File: src/nsp_pkg.sv
/*
  Constants and types of the sentence framer and second mark block.
  Assumes a 20 MHz clock and an APB master with 32-bit data.
*/
package nsp_pkg;
  localparam int CLK_HZ    = 20_000_000;
  localparam int PULSE_NS  = 1000;
  localparam int PULSE_CYC = (PULSE_NS * (CLK_HZ / 1_000_000) + 999) / 1000;
  localparam int SEC_CYC   = CLK_HZ;
  localparam int BAUD      = 4800;
  localparam logic [15:0] BAUD_DIV = 16'(CLK_HZ / BAUD);
  localparam logic [1:0]  FIX_NEED = 2'h2;
  localparam logic [1:0]  LOST_SECS = 2'h2;
  localparam int BUF_DEPTH = 64;
  // Register byte addresses
  localparam logic [11:0] A_CTRL  = 12'h000;
  localparam logic [11:0] A_STAT  = 12'h004;
  localparam logic [11:0] A_FIELD = 12'h008;
  localparam logic [11:0] A_LEN   = 12'h00C;
  localparam logic [11:0] A_RX    = 12'h010;
  localparam logic [11:0] A_BAUD  = 12'h014;
  localparam logic [11:0] A_BUF   = 12'h100;
  localparam logic [11:0] A_BUFE  = 12'h200;
  // Control field positions
  localparam int C_SEND = 0;
  localparam int C_TYPE = 1;
  localparam int C_RXSEL = 4;
  // Characters
  localparam logic [7:0] CH_DOLLAR = 8'h24;
  localparam logic [7:0] CH_STAR   = 8'h2A;
  localparam logic [7:0] CH_CR     = 8'h0D;
  localparam logic [7:0] CH_LF     = 8'h0A;
  localparam logic [15:0] TALKER   = 16'h4750;
  // Buffer tokens replaced by encoded fields
  localparam logic [7:0] TK_STATUS = 8'h01;
  localparam logic [7:0] TK_MODE   = 8'h02;
  localparam logic [7:0] TK_SEL    = 8'h03;
  localparam logic [7:0] TK_FIX    = 8'h04;
  // Sentence type mnemonics as ASCII
  localparam logic [23:0] T_FIX = 24'h474741;
  localparam logic [23:0] T_POS = 24'h474C4C;
  localparam logic [23:0] T_DOP = 24'h475341;
  localparam logic [23:0] T_VIEW = 24'h475356;
  localparam logic [23:0] T_MIN = 24'h524D43;
  localparam logic [23:0] T_CRS = 24'h565447;

  typedef enum logic [1:0] {M_INVALID, M_DIFF, M_AUTO, M_EST} nsp_mode_t;
  typedef enum {S_IDLE, S_DOLLAR, S_HDR, S_BODY, S_STAR, S_HI, S_LO,
                S_CR, S_LF} nsp_seq_t;
  typedef struct packed {
    logic        psel;
    logic        penable;
    logic        pwrite;
    logic [11:0] paddr;
    logic [31:0] pwdata;
  } nsp_apb_req_t;
  typedef struct packed {
    logic        pready;
    logic        pslverr;
    logic [31:0] prdata;
  } nsp_apb_rsp_t;
  typedef struct packed {
    logic fixStrobe;
    logic fixOk;
    logic secondMark;
  } nsp_fix_t;
  typedef struct packed {
    logic      posValid;
    nsp_mode_t mode;
    logic      selAuto;
    logic [1:0] fixType;
  } nsp_field_t;
endpackage : nsp_pkg

File: src/nsp_top.sv
/*
  Sentence framer with serial port and once-per-second mark output.
  Assumes an APB master, a fix strobe and second mark from the solver.
*/
// Implementation choices: the APB interface to the registers and the address map.
// Notes on behaviour
// [RL1] Second mark pulse lasts one microsecond
// [RL2] Mark rises at GPS second when locked
// [RL3] Mark always produced, fix or not
// [RL4] Lock flag high only when aligned
// [RL5] Lost fixes: free-run, lock drops
// [RL6] Consecutive fixes realign and relock
// [RL7] Serial defaults 4800 baud, 8N1
// [RL8] Host matches baud and format
// [RL9] Two serial outputs, two serial inputs
// [RL10] Star plus two hex XOR digits
// [RL11] Dollar, header, commas, CR LF ending
// [RL12] Six sentence types supported
// [RL13] Position sentence field order kept
// [RL14] Status A valid, V warning
// [RL15] Mode N, D, A, E
// [RL16] Selection M manual, A automatic
// [RL17] Fix type 1, 2, 3
// [RL18] Twelve satellite slots, empty when unused
// [RL19] Dilution as two digits, point, digit
// [RL20] At most four satellites per sentence
// [RL21] Three leading counts in view sentence
// [RL22] Satellite numbering 01-32, 33-64
// [RL23] Elevation, azimuth, blank untracked noise
`timescale 1ns/1ns
module nsp_top #(
  parameter int unsigned SEC_CYCLES = nsp_pkg::SEC_CYC
) (
  input  wire logic                  clk,
  input  wire logic                  rstn,
  input  wire nsp_pkg::nsp_apb_req_t apbReq,
  output nsp_pkg::nsp_apb_rsp_t      apbRsp,
  input  wire nsp_pkg::nsp_fix_t     gnssIn,
  input  wire logic                  serialInLogic,
  input  wire logic                  serialInLine,
  output logic                       serialOutLogic,
  output logic                       serialOutLine,
  output logic                       secondMarkPulse,
  output logic                       timingLockFlag
);
  import nsp_pkg::*;
  nsp_apb_rsp_t apbRsp_q;
  logic [2:0]   typeSel_q;
  logic         rxSel_q;
  logic [15:0]  baudDiv_q;
  nsp_field_t   field_q;
  logic [6:0]   bodyLen_q;
  logic [7:0]   body_q [BUF_DEPTH];
  nsp_seq_t     seq_q;
  logic [6:0]   idx_q;
  logic [7:0]   csum_q;
  logic [7:0]   ch;
  logic         charLoad;
  logic [9:0]   txShift_q;
  logic         txBusy_q;
  logic [3:0]   txBit_q;
  logic [15:0]  txCnt_q;
  logic         txOut_q;
  logic         rxBusy_q;
  logic [3:0]   rxBit_q;
  logic [15:0]  rxCnt_q;
  logic [7:0]   rxShift_q;
  logic [7:0]   rxData_q;
  logic         rxValid_q;
  logic         rxOver_q;
  logic         rxIn;
  logic         rxDone;
  logic [24:0]  phase_q;
  logic [24:0]  phase_d;
  logic         pps_q;
  logic         lock_q;
  logic [1:0]   consec_q;
  logic [1:0]   lost_q;
  logic         wrap;
  logic         realign;
  logic         setup;
  logic         wrEn;
  logic         rdPop;
  logic [31:0]  rdMux;
  function automatic logic mapped(input logic [11:0] a);
    mapped = (a == A_CTRL) || (a == A_STAT) || (a == A_FIELD) ||
             (a == A_LEN) || (a == A_RX) || (a == A_BAUD) ||
             (a >= A_BUF && a < A_BUFE && a[1:0] == 2'h0);
  endfunction : mapped
  function automatic logic [7:0] hexChar(input logic [3:0] n);
    hexChar = (n < 4'hA) ? 8'h30 + {4'h0, n} : 8'h37 + {4'h0, n};
  endfunction : hexChar
  function automatic logic [7:0] hdrChar(input logic [2:0] t,
                                         input logic [6:0] i);
    logic [23:0] name;
    name = T_FIX;
    case (t)
      3'h1: name = T_POS;
      3'h2: name = T_DOP;
      3'h3: name = T_VIEW;
      3'h4: name = T_MIN;
      3'h5: name = T_CRS;
      default: name = T_FIX;
    endcase
    case (i)
      7'h0: hdrChar = TALKER[15:8];
      7'h1: hdrChar = TALKER[7:0];
      7'h2: hdrChar = name[23:16];
      7'h3: hdrChar = name[15:8];
      default: hdrChar = name[7:0];
    endcase
  endfunction : hdrChar
  function automatic logic [7:0] encode(input logic [7:0] b,
                                        input nsp_field_t f);
    encode = b;
    if (b == TK_STATUS) begin
      encode = f.posValid ? 8'h41 : 8'h56; // RL14
    end else if (b == TK_MODE) begin
      case (f.mode) // RL15
        M_DIFF:  encode = 8'h44;
        M_AUTO:  encode = 8'h41;
        M_EST:   encode = 8'h45;
        default: encode = 8'h4E;
      endcase
    end else if (b == TK_SEL) begin
      encode = f.selAuto ? 8'h41 : 8'h4D; // RL16
    end else if (b == TK_FIX) begin
      encode = (f.fixType == 2'h2) ? 8'h32 :
               (f.fixType == 2'h3) ? 8'h33 : 8'h31; // RL17
    end
  endfunction : encode
  // APB slave, zero wait states; unmapped writes are dropped
  assign setup = apbReq.psel & ~apbReq.penable;
  assign wrEn  = apbReq.psel & apbReq.penable & apbRsp_q.pready &
                 apbReq.pwrite & ~apbRsp_q.pslverr;
  assign rdPop = apbReq.psel & apbReq.penable & apbRsp_q.pready &
                 ~apbReq.pwrite & (apbReq.paddr == A_RX);
  always_comb begin
    rdMux = 32'h0000_0000;
    if (apbReq.paddr == A_CTRL) begin
      rdMux = {27'h0, rxSel_q, typeSel_q, 1'b0};
    end else if (apbReq.paddr == A_STAT) begin
      rdMux = {28'h0, rxOver_q, rxValid_q, lock_q, seq_q != S_IDLE};
    end else if (apbReq.paddr == A_FIELD) begin
      rdMux = {26'h0, field_q};
    end else if (apbReq.paddr == A_LEN) begin
      rdMux = {25'h0, bodyLen_q};
    end else if (apbReq.paddr == A_RX) begin
      rdMux = {24'h0, rxData_q};
    end else if (apbReq.paddr == A_BAUD) begin
      rdMux = {16'h0, baudDiv_q};
    end
  end
  always_ff @(posedge clk) begin
    if (!rstn) begin
      apbRsp_q <= '0;
    end else begin
      apbRsp_q.pready <= setup;
      if (setup) begin
        apbRsp_q.pslverr <= ~mapped(apbReq.paddr);
        apbRsp_q.prdata  <= apbReq.pwrite ? 32'h0 : rdMux;
      end
    end
  end
  always_ff @(posedge clk) begin
    if (!rstn) begin
      typeSel_q <= 3'h0;
      rxSel_q   <= 1'b0;
      baudDiv_q <= BAUD_DIV; // RL7
      field_q   <= '0;
      bodyLen_q <= 7'h00;
    end else if (wrEn) begin
      if (apbReq.paddr == A_CTRL && seq_q == S_IDLE) begin
        typeSel_q <= apbReq.pwdata[C_TYPE +: 3]; // RL12
        rxSel_q   <= apbReq.pwdata[C_RXSEL];
      end else if (apbReq.paddr == A_FIELD) begin
        field_q <= apbReq.pwdata[5:0];
      end else if (apbReq.paddr == A_LEN) begin
        bodyLen_q <= apbReq.pwdata[6:0];
      end else if (apbReq.paddr == A_BAUD &&
                   apbReq.pwdata[15:0] != 16'h0) begin
        baudDiv_q <= apbReq.pwdata[15:0];
      end
    end
  end
  always_ff @(posedge clk) begin
    if (wrEn && apbReq.paddr >= A_BUF && apbReq.paddr < A_BUFE) begin
      body_q[apbReq.paddr[7:2]] <= apbReq.pwdata[7:0];
    end
  end
  always_comb begin
    case (seq_q)
      S_DOLLAR: ch = CH_DOLLAR; // RL11
      S_HDR:    ch = hdrChar(typeSel_q, idx_q);
      S_BODY:   ch = encode(body_q[idx_q[5:0]], field_q); // RL13 RL18 RL19
      S_STAR:   ch = CH_STAR; // RL10
      S_HI:     ch = hexChar(csum_q[7:4]);
      S_LO:     ch = hexChar(csum_q[3:0]);
      S_CR:     ch = CH_CR;
      S_LF:     ch = CH_LF;
      default:  ch = 8'h00;
    endcase
  end
  assign charLoad = (seq_q != S_IDLE) && !txBusy_q;
  always_ff @(posedge clk) begin
    if (!rstn) begin
      seq_q  <= S_IDLE;
      idx_q  <= 7'h00;
      csum_q <= 8'h00;
    end else if (seq_q == S_IDLE) begin
      if (wrEn && apbReq.paddr == A_CTRL && apbReq.pwdata[C_SEND]) begin
        seq_q  <= S_DOLLAR;
        csum_q <= 8'h00;
      end
    end else if (charLoad) begin
      case (seq_q)
        S_DOLLAR: begin
          seq_q <= S_HDR;
          idx_q <= 7'h00;
        end
        S_HDR: begin
          csum_q <= csum_q ^ ch; // RL10
          idx_q  <= idx_q + 7'h1;
          if (idx_q == 7'h4) begin
            idx_q <= 7'h00;
            seq_q <= (bodyLen_q == 7'h0) ? S_STAR : S_BODY;
          end
        end
        S_BODY: begin
          csum_q <= csum_q ^ ch; // RL10 RL20 RL21 RL22 RL23
          idx_q  <= idx_q + 7'h1;
          if (idx_q == bodyLen_q - 7'h1 || idx_q == 7'(BUF_DEPTH - 1)) begin
            seq_q <= S_STAR;
          end
        end
        S_STAR: seq_q <= S_HI;
        S_HI:   seq_q <= S_LO;
        S_LO:   seq_q <= S_CR;
        S_CR:   seq_q <= S_LF; // RL11
        default: seq_q <= S_IDLE;
      endcase
    end
  end
  // Serial transmitter, start, 8 data, stop, no parity
  always_ff @(posedge clk) begin
    if (!rstn) begin
      txBusy_q  <= 1'b0;
      txShift_q <= 10'h3FF;
      txBit_q   <= 4'h0;
      txCnt_q   <= 16'h0000;
    end else if (charLoad) begin
      txBusy_q  <= 1'b1;
      txShift_q <= {1'b1, ch, 1'b0}; // RL7
      txBit_q   <= 4'h0;
      txCnt_q   <= 16'h0000;
    end else if (txBusy_q) begin
      txCnt_q <= txCnt_q + 16'h1;
      if (txCnt_q == baudDiv_q - 16'h1) begin
        txCnt_q   <= 16'h0000;
        txShift_q <= {1'b1, txShift_q[9:1]};
        txBit_q   <= txBit_q + 4'h1;
        if (txBit_q == 4'h9) begin
          txBusy_q <= 1'b0;
        end
      end
    end
  end
  always_ff @(posedge clk) begin
    if (!rstn) begin
      txOut_q <= 1'b1;
    end else begin
      txOut_q <= txBusy_q ? txShift_q[0] : 1'b1; // RL9
    end
  end
  assign serialOutLogic = txOut_q;
  assign serialOutLine  = txOut_q;
  assign rxIn   = rxSel_q ? serialInLine : serialInLogic; // RL9
  assign rxDone = rxBusy_q && rxCnt_q == 16'h0 && rxBit_q == 4'h9 && rxIn;
  always_ff @(posedge clk) begin
    if (!rstn) begin
      rxBusy_q  <= 1'b0;
      rxBit_q   <= 4'h0;
      rxCnt_q   <= 16'h0000;
      rxShift_q <= 8'h00;
    end else if (!rxBusy_q) begin
      if (!rxIn) begin
        rxBusy_q <= 1'b1;
        rxBit_q  <= 4'h0;
        rxCnt_q  <= {1'b0, baudDiv_q[15:1]};
      end
    end else if (rxCnt_q != 16'h0) begin
      rxCnt_q <= rxCnt_q - 16'h1;
    end else begin
      rxCnt_q <= baudDiv_q - 16'h1;
      rxBit_q <= rxBit_q + 4'h1;
      if (rxBit_q == 4'h0 && rxIn) begin
        rxBusy_q <= 1'b0;
      end else if (rxBit_q != 4'h0 && rxBit_q != 4'h9) begin
        rxShift_q <= {rxIn, rxShift_q[7:1]};
      end else if (rxBit_q == 4'h9) begin
        rxBusy_q <= 1'b0;
      end
    end
  end
  // Received byte; a new byte wins over a pop
  always_ff @(posedge clk) begin
    if (!rstn) begin
      rxData_q  <= 8'h00;
      rxValid_q <= 1'b0;
      rxOver_q  <= 1'b0;
    end else begin
      if (rdPop) begin
        rxValid_q <= 1'b0;
        rxOver_q  <= 1'b0;
      end
      if (rxDone) begin
        rxData_q  <= rxShift_q;
        rxValid_q <= 1'b1;
        if (rxValid_q && !rdPop) begin
          rxOver_q <= 1'b1;
        end
      end
    end
  end
  assign wrap    = phase_q == 25'(SEC_CYCLES - 1);
  assign realign = gnssIn.secondMark && consec_q == FIX_NEED &&
                   phase_q >= 25'(PULSE_CYC); // RL2 RL6
  always_comb begin
    if (realign || wrap) begin
      phase_d = 25'h0;
    end else begin
      phase_d = phase_q + 25'h1; // RL3
    end
  end
  always_ff @(posedge clk) begin
    if (!rstn) begin
      phase_q <= 25'h0;
      pps_q   <= 1'b1;
    end else begin
      phase_q <= phase_d;
      pps_q   <= phase_d < 25'(PULSE_CYC); // RL1
    end
  end
  assign secondMarkPulse = pps_q;
  // Fix tracking and lock flag; a lost fix wins
  always_ff @(posedge clk) begin
    if (!rstn) begin
      consec_q <= 2'h0;
      lost_q   <= 2'h0;
      lock_q   <= 1'b0;
    end else begin
      if (realign) begin
        lock_q <= 1'b1; // RL4 RL6
      end
      if (wrap && lost_q != LOST_SECS) begin
        lost_q <= lost_q + 2'h1;
      end
      if (gnssIn.fixStrobe && gnssIn.fixOk) begin
        lost_q <= 2'h0;
        if (consec_q != FIX_NEED) begin
          consec_q <= consec_q + 2'h1;
        end
      end else if (gnssIn.fixStrobe || lost_q == LOST_SECS) begin
        consec_q <= 2'h0; // RL5
        lock_q   <= 1'b0;
        lost_q   <= 2'h0;
      end
    end
  end
  assign timingLockFlag = lock_q;
  assign apbRsp         = apbRsp_q;
  chk_pulse_width: assert property (@(posedge clk) disable iff (!rstn) // RL1
    $rose(pps_q) |=> pps_q [*8] ##12 !pps_q)
    else $error("second mark width wrong");
  chk_realign_edge: assert property (@(posedge clk) disable iff (!rstn) // RL2
    realign |=> pps_q && phase_q == 25'h0 && $rose(pps_q))
    else $error("mark not at second start");
  chk_free_run: assert property (@(posedge clk) disable iff (!rstn) // RL3
    wrap && !realign |=> pps_q && phase_q == 25'h0)
    else $error("free-running mark missing");
  chk_lock_rise: assert property (@(posedge clk) disable iff (!rstn) // RL4
    $rose(lock_q) |-> $past(realign))
    else $error("lock raised without alignment");
  chk_lock_drop: assert property (@(posedge clk) disable iff (!rstn) // RL5
    gnssIn.fixStrobe && !gnssIn.fixOk |=> !lock_q && consec_q == 2'h0)
    else $error("lock kept after bad fix");
  chk_line_idle: assert property (@(posedge clk) disable iff (!rstn) // RL7
    !txBusy_q |=> serialOutLogic && serialOutLine)
    else $error("serial line not idle high");
  chk_check_hex: assert property (@(posedge clk) disable iff (!rstn) // RL10
    charLoad && seq_q == S_STAR |=> seq_q == S_HI &&
      ch inside {[8'h30:8'h39], [8'h41:8'h46]})
    else $error("checksum digit wrong");
  chk_frame_end: assert property (@(posedge clk) disable iff (!rstn) // RL11
    charLoad && seq_q == S_CR |=> seq_q == S_LF && ch == CH_LF)
    else $error("sentence end wrong");
endmodule : nsp_top

File: config.mk
export PLATFORM = sky130hd
export DESIGN_NAME = nsp_top
export DESIGN_NICKNAME = d
export VERILOG_FILES = /design/src/nsp_pkg.sv /design/src/nsp_top.sv
export SDC_FILE = /design/constraint.sdc
export NUM_CORES = 1
export LEC_CHECK = 0
export ABC_CLOCK_PERIOD_IN_PS = 5000
export BUFFER_PORTS_ARGS = -buffer_cell sky130_fd_sc_hd__buf_2
export CELL_PAD_IN_SITES_DETAIL_PLACEMENT = 1
export CELL_PAD_IN_SITES_GLOBAL_PLACEMENT = 1
export CORE_MARGIN = 2
export CORE_UTILIZATION = 44
export DETAILED_ROUTE_END_ITERATION = 16
export GPL_ROUTABILITY_DRIVEN = 0
export PLACE_DENSITY_LB_ADDON = 0.12
export SYNTH_ARGS = -nofsm -noshare
export SYNTH_HDL_FRONTEND = slang
export SYNTH_SLANG_ARGS = --single-unit
File: constraint.sdc
create_clock -name clk -period 5 [get_ports clk]
set_clock_uncertainty 0.2 [all_clocks]
set_input_delay 0.25 -clock clk [delete_from_list [all_inputs] [get_ports clk]]
set_output_delay 0.25 -clock clk [all_outputs]
set_load 0.1 [all_outputs]
==> results.ini <==
[power_and_ir_drop]
switching_share_pct=22.4
netSwitchingPower_uw=2770
ir_worst_vdd_v=0.000188
p_clk_share_pct=46.1
p_int_uw=9580
power_uw=12300
power_leakage_uw=0.0113
power.sequential.fraction_pct=50.1
powerDensity_nw_per_um2=361
comb_power_share_pct=3.8

[global_route]
global_route.usage.total_pct=24.4
first_global_vias=19921
grt_max_degree=93
grt_overflow=0
grt_pass1_wl_mm=128
grt_antenna_before_repair=3

[min_path]
hold_depth=6
worstHoldEndpoint=apbRsp[32]
hold_path.class=input port to flop
min_from=apbReq[40]

[clock_tree]
number_of_clock_buffers_inserted_by_tritoncts=76
cts_num_sinks=689
clock_tree.htree_level_count=3
clk_latency_ns=0.65
postCtsSetupRepairBufs=0
clock_tree_from_tritoncts=done
clk_pin_slew_worst_paths_ns=0.06
clock_tree.buffer_depth=3
clk_root_buffer_cell=sky130_fd_sc_hd__clkbuf_16
cts.repair.resized=0

[floorplan]
boundaryPins=92
die_w_um=267
initial_core_util_pct=44.4
std_cell_rows=96
dieHeight_um=267
fp.coreArea_um2=68500
die_area_um2=71200

[placed_design]
port-buffer-count=59
detailedPlacementHpwl_mm=56.5

[setup_path]
reg2reg_depth=10
r2r_slack_ns=0.45
path_class=flop to flop
reg2reg_to=csum_q[3]
crit_path_start_kind=flop
timing.critical_path.to_type=flop
worst_path_max_delay_cell=sky130_fd_sc_hd__dfxtp_4
worst-path-max-fanout=37
crit_chain=buf_4 > mux4_2 > nand2_1 > a32oi_1 > a32oi_2 > nand3_2 > or3_1 > o31a_1 > o32ai_1 > mux2i_1
critical_path_required_ns=5.35
critPathMaxStageDelay_ns=0.86
critPathArrivalTime_ns=4.90

[logic_synthesis]
synthesis.yosys.warnings=0
synth_top_area_share_pct=50.6
synth_commonest_cells=sky130_fd_sc_hd__edfxtp_1 (512), sky130_fd_sc_hd__nor2_1 (284), sky130_fd_sc_hd__dfxtp_1 (177)
synthesis.instances=2235
postSynth.asyncResetShare_pct=0
synthFlopType=sky130_fd_sc_hd__edfxtp_1
synth_seq_cells=689
yosysSeqAreaShare_pct=62.3
count_leader_synth=sky130_fd_sc_hd__edfxtp_1
synth_area_per_cell_um2=13.6
edff_count_synth=512
yosys.cell_types.count=85
yosys.area.top_type=sky130_fd_sc_hd__edfxtp_1
synth.cell_area_um2=30400
synthTopCellsByArea=sky130_fd_sc_hd__edfxtp_1 (51%), sky130_fd_sc_hd__dfxtp_1 (12%), sky130_fd_sc_hd__mux4_2 (8.9%)

[routing]
route.detailed.wl_per_inst_um=26.4
via_count=19264
drt_iter0_markers=1589
detail_route.vias_per_cell=5.91
drt_pre_antenna_iters=5
drt_drc_violations_left=0
detail-route-antenna-nets=0
drt_wl_total_mm=85.8

[sta]
finalCritPeriodShare_pct=90.9
relSlewSlack_pct=15.9
hold_viol=0
final_hold_slack_ns=0.0153
drv_slew=0
min_period_ns=4.55
fin_setup_tns_ns=0
maxClockFrequency_mhz=220
grt_setup_unrepaired=false
worst_slew_pin_slew_ns=1.25
timing.final.setup_violations=0

[run]
max_cap_viol_count=0

[layout]
multi_input_area_um2=10600
final.fill_count=6841
final_net_count=2393
layout-drive-gt1-share_pct=16.8
syn_to_final_growth_pct=12.7
seqCellArea_um2=18900

[run_status]
run_status=finished, final reports clean

-- stage by stage --
step / instance area (um2) / instances / util, % / setup WS, ns
after floorplan: 30400 / 2250 / - / 1.35
after global placement: 31600 / 3102 / 46.1 / 0.586
after detailed placement: 31600 / 3102 / 46.1 / 0.499
after CTS: 34200 / 3256 / 50.0 / 0.460
after global routing: 34200 / 3256 / 50.0 / 0.315
final: 34300 / 3257 / 50.0 / 0.454
-- how the worst max path moves through the flow --
stage | depth (start not counted) | endpoint | slack (ns) | startpoint
after detailed placement | 10 | csum_q[3] | 0.50 | flop
after CTS | 10 | csum_q[3] | 0.46 | flop
after global routing | 10 | csum_q[3] | 0.31 | flop
after global placement | 10 | csum_q[0] | 0.59 | flop
final | 10 | csum_q[3] | 0.45 | flop
after floorplan | 12 | csum_q[1] | 1.35 | flop
-- registers in the layout (all words and copies together) (netlist names), 2 cells and up, named ones only --
name and count:
apbRsp 18, baudDiv_q 16, bodyLen_q 7, body_q 512
consec_q 2, csum_q 8, field_q 6, idx_q 7
lost_q 2, phase_q 25, rxBit_q 4, rxCnt_q 16
rxData_q 8, rxShift_q 8, seq_q 4, txBit_q 4
txCnt_q 16, txShift_q 9, typeSel_q 3
-- critical path, delay by kind of cell (launching register included) --
kind            cells  cell delay [ns]
compound gates      4             1.40
flops               1             0.86
mux                 2             0.79
simple gates        3             0.75
buf+inv             1             0.40
-- power groups by stage --
stage | clock network [uW] | logic, uW | registers, uW
floorplan | 0 | 287 | 6300
global placement | 0 | 441 | 6310
detailed placement | 0 | 457 | 6310
CTS | 5790 | 468 | 6190
global route | 6010 | 510 | 6190
finish | 5700 | 464 | 6190
-- area by class of cell --
| class | instances | area share (%) |
|---|---|---|
| Multi-Input combinational cell | 1370 | 30.9 |
| Tap cell | 882 | 3.22 |
| Clock buffer | 99 | 6.22 |
| Sequential cell | 689 | 55.3 |
| Timing Repair Buffer | 135 | 2.79 |
| Inverter | 42 | 0.460 |
| Clock inverter | 39 | 1.18 |
| Antenna cell | 1 | 0.00731 |
-- cell families after synthesis --
group,Yosys count,synth area share [%]
adders and majority gates,25,1.03
muxes,224,12.5
buffers and inverters,191,3.18
DFF,689,62.3
and+or+nand+nor,682,10.5
AOI/OAI and AO/OA,324,7.28
other,1,0.0123
xor gates and xnor gates,99,3.26
-- repair_timing --
| action | 4_1_cts | 5_1_grt |
|---|---|---|
| endpoints found under the setup margin | 0 | 0 |
| endpoints found under the hold margin | 33 | 0 |
| hold buffers | 16 | 0 |
-- cells in the final DEF (no fill, tap or decap), types with 17 or more instances in the layout --
master	n
sky130_fd_sc_hd__a211oi_1	18
sky130_fd_sc_hd__a21oi_1	78
sky130_fd_sc_hd__a22oi_1	35
sky130_fd_sc_hd__and3_1	17
sky130_fd_sc_hd__buf_2	59
sky130_fd_sc_hd__buf_4	56
sky130_fd_sc_hd__clkbuf_16	78
sky130_fd_sc_hd__dfxtp_1	174
sky130_fd_sc_hd__edfxtp_1	512
sky130_fd_sc_hd__ha_1	25
sky130_fd_sc_hd__inv_1	39
sky130_fd_sc_hd__mux2i_1	93
sky130_fd_sc_hd__mux4_2	120
sky130_fd_sc_hd__nand2_1	133
sky130_fd_sc_hd__nand3_1	61
sky130_fd_sc_hd__nor2_1	284
sky130_fd_sc_hd__nor2b_1	26
sky130_fd_sc_hd__nor3_1	42
sky130_fd_sc_hd__nor4_1	22
sky130_fd_sc_hd__o21ai_0	52
sky130_fd_sc_hd__xnor2_1	41
sky130_fd_sc_hd__xor2_1	49
-- per-layer routing --
metal  vias to the layer above  routed length [um]  GRT usage, %
li1                       8651                   -             -
met1                      9964               36500          32.2
met2                       530               42800          41.6
met3                       117                4700          4.16
met4                         2                1800          6.64
met5                         -                  16             0
Power figures use the tool's default switching activity.
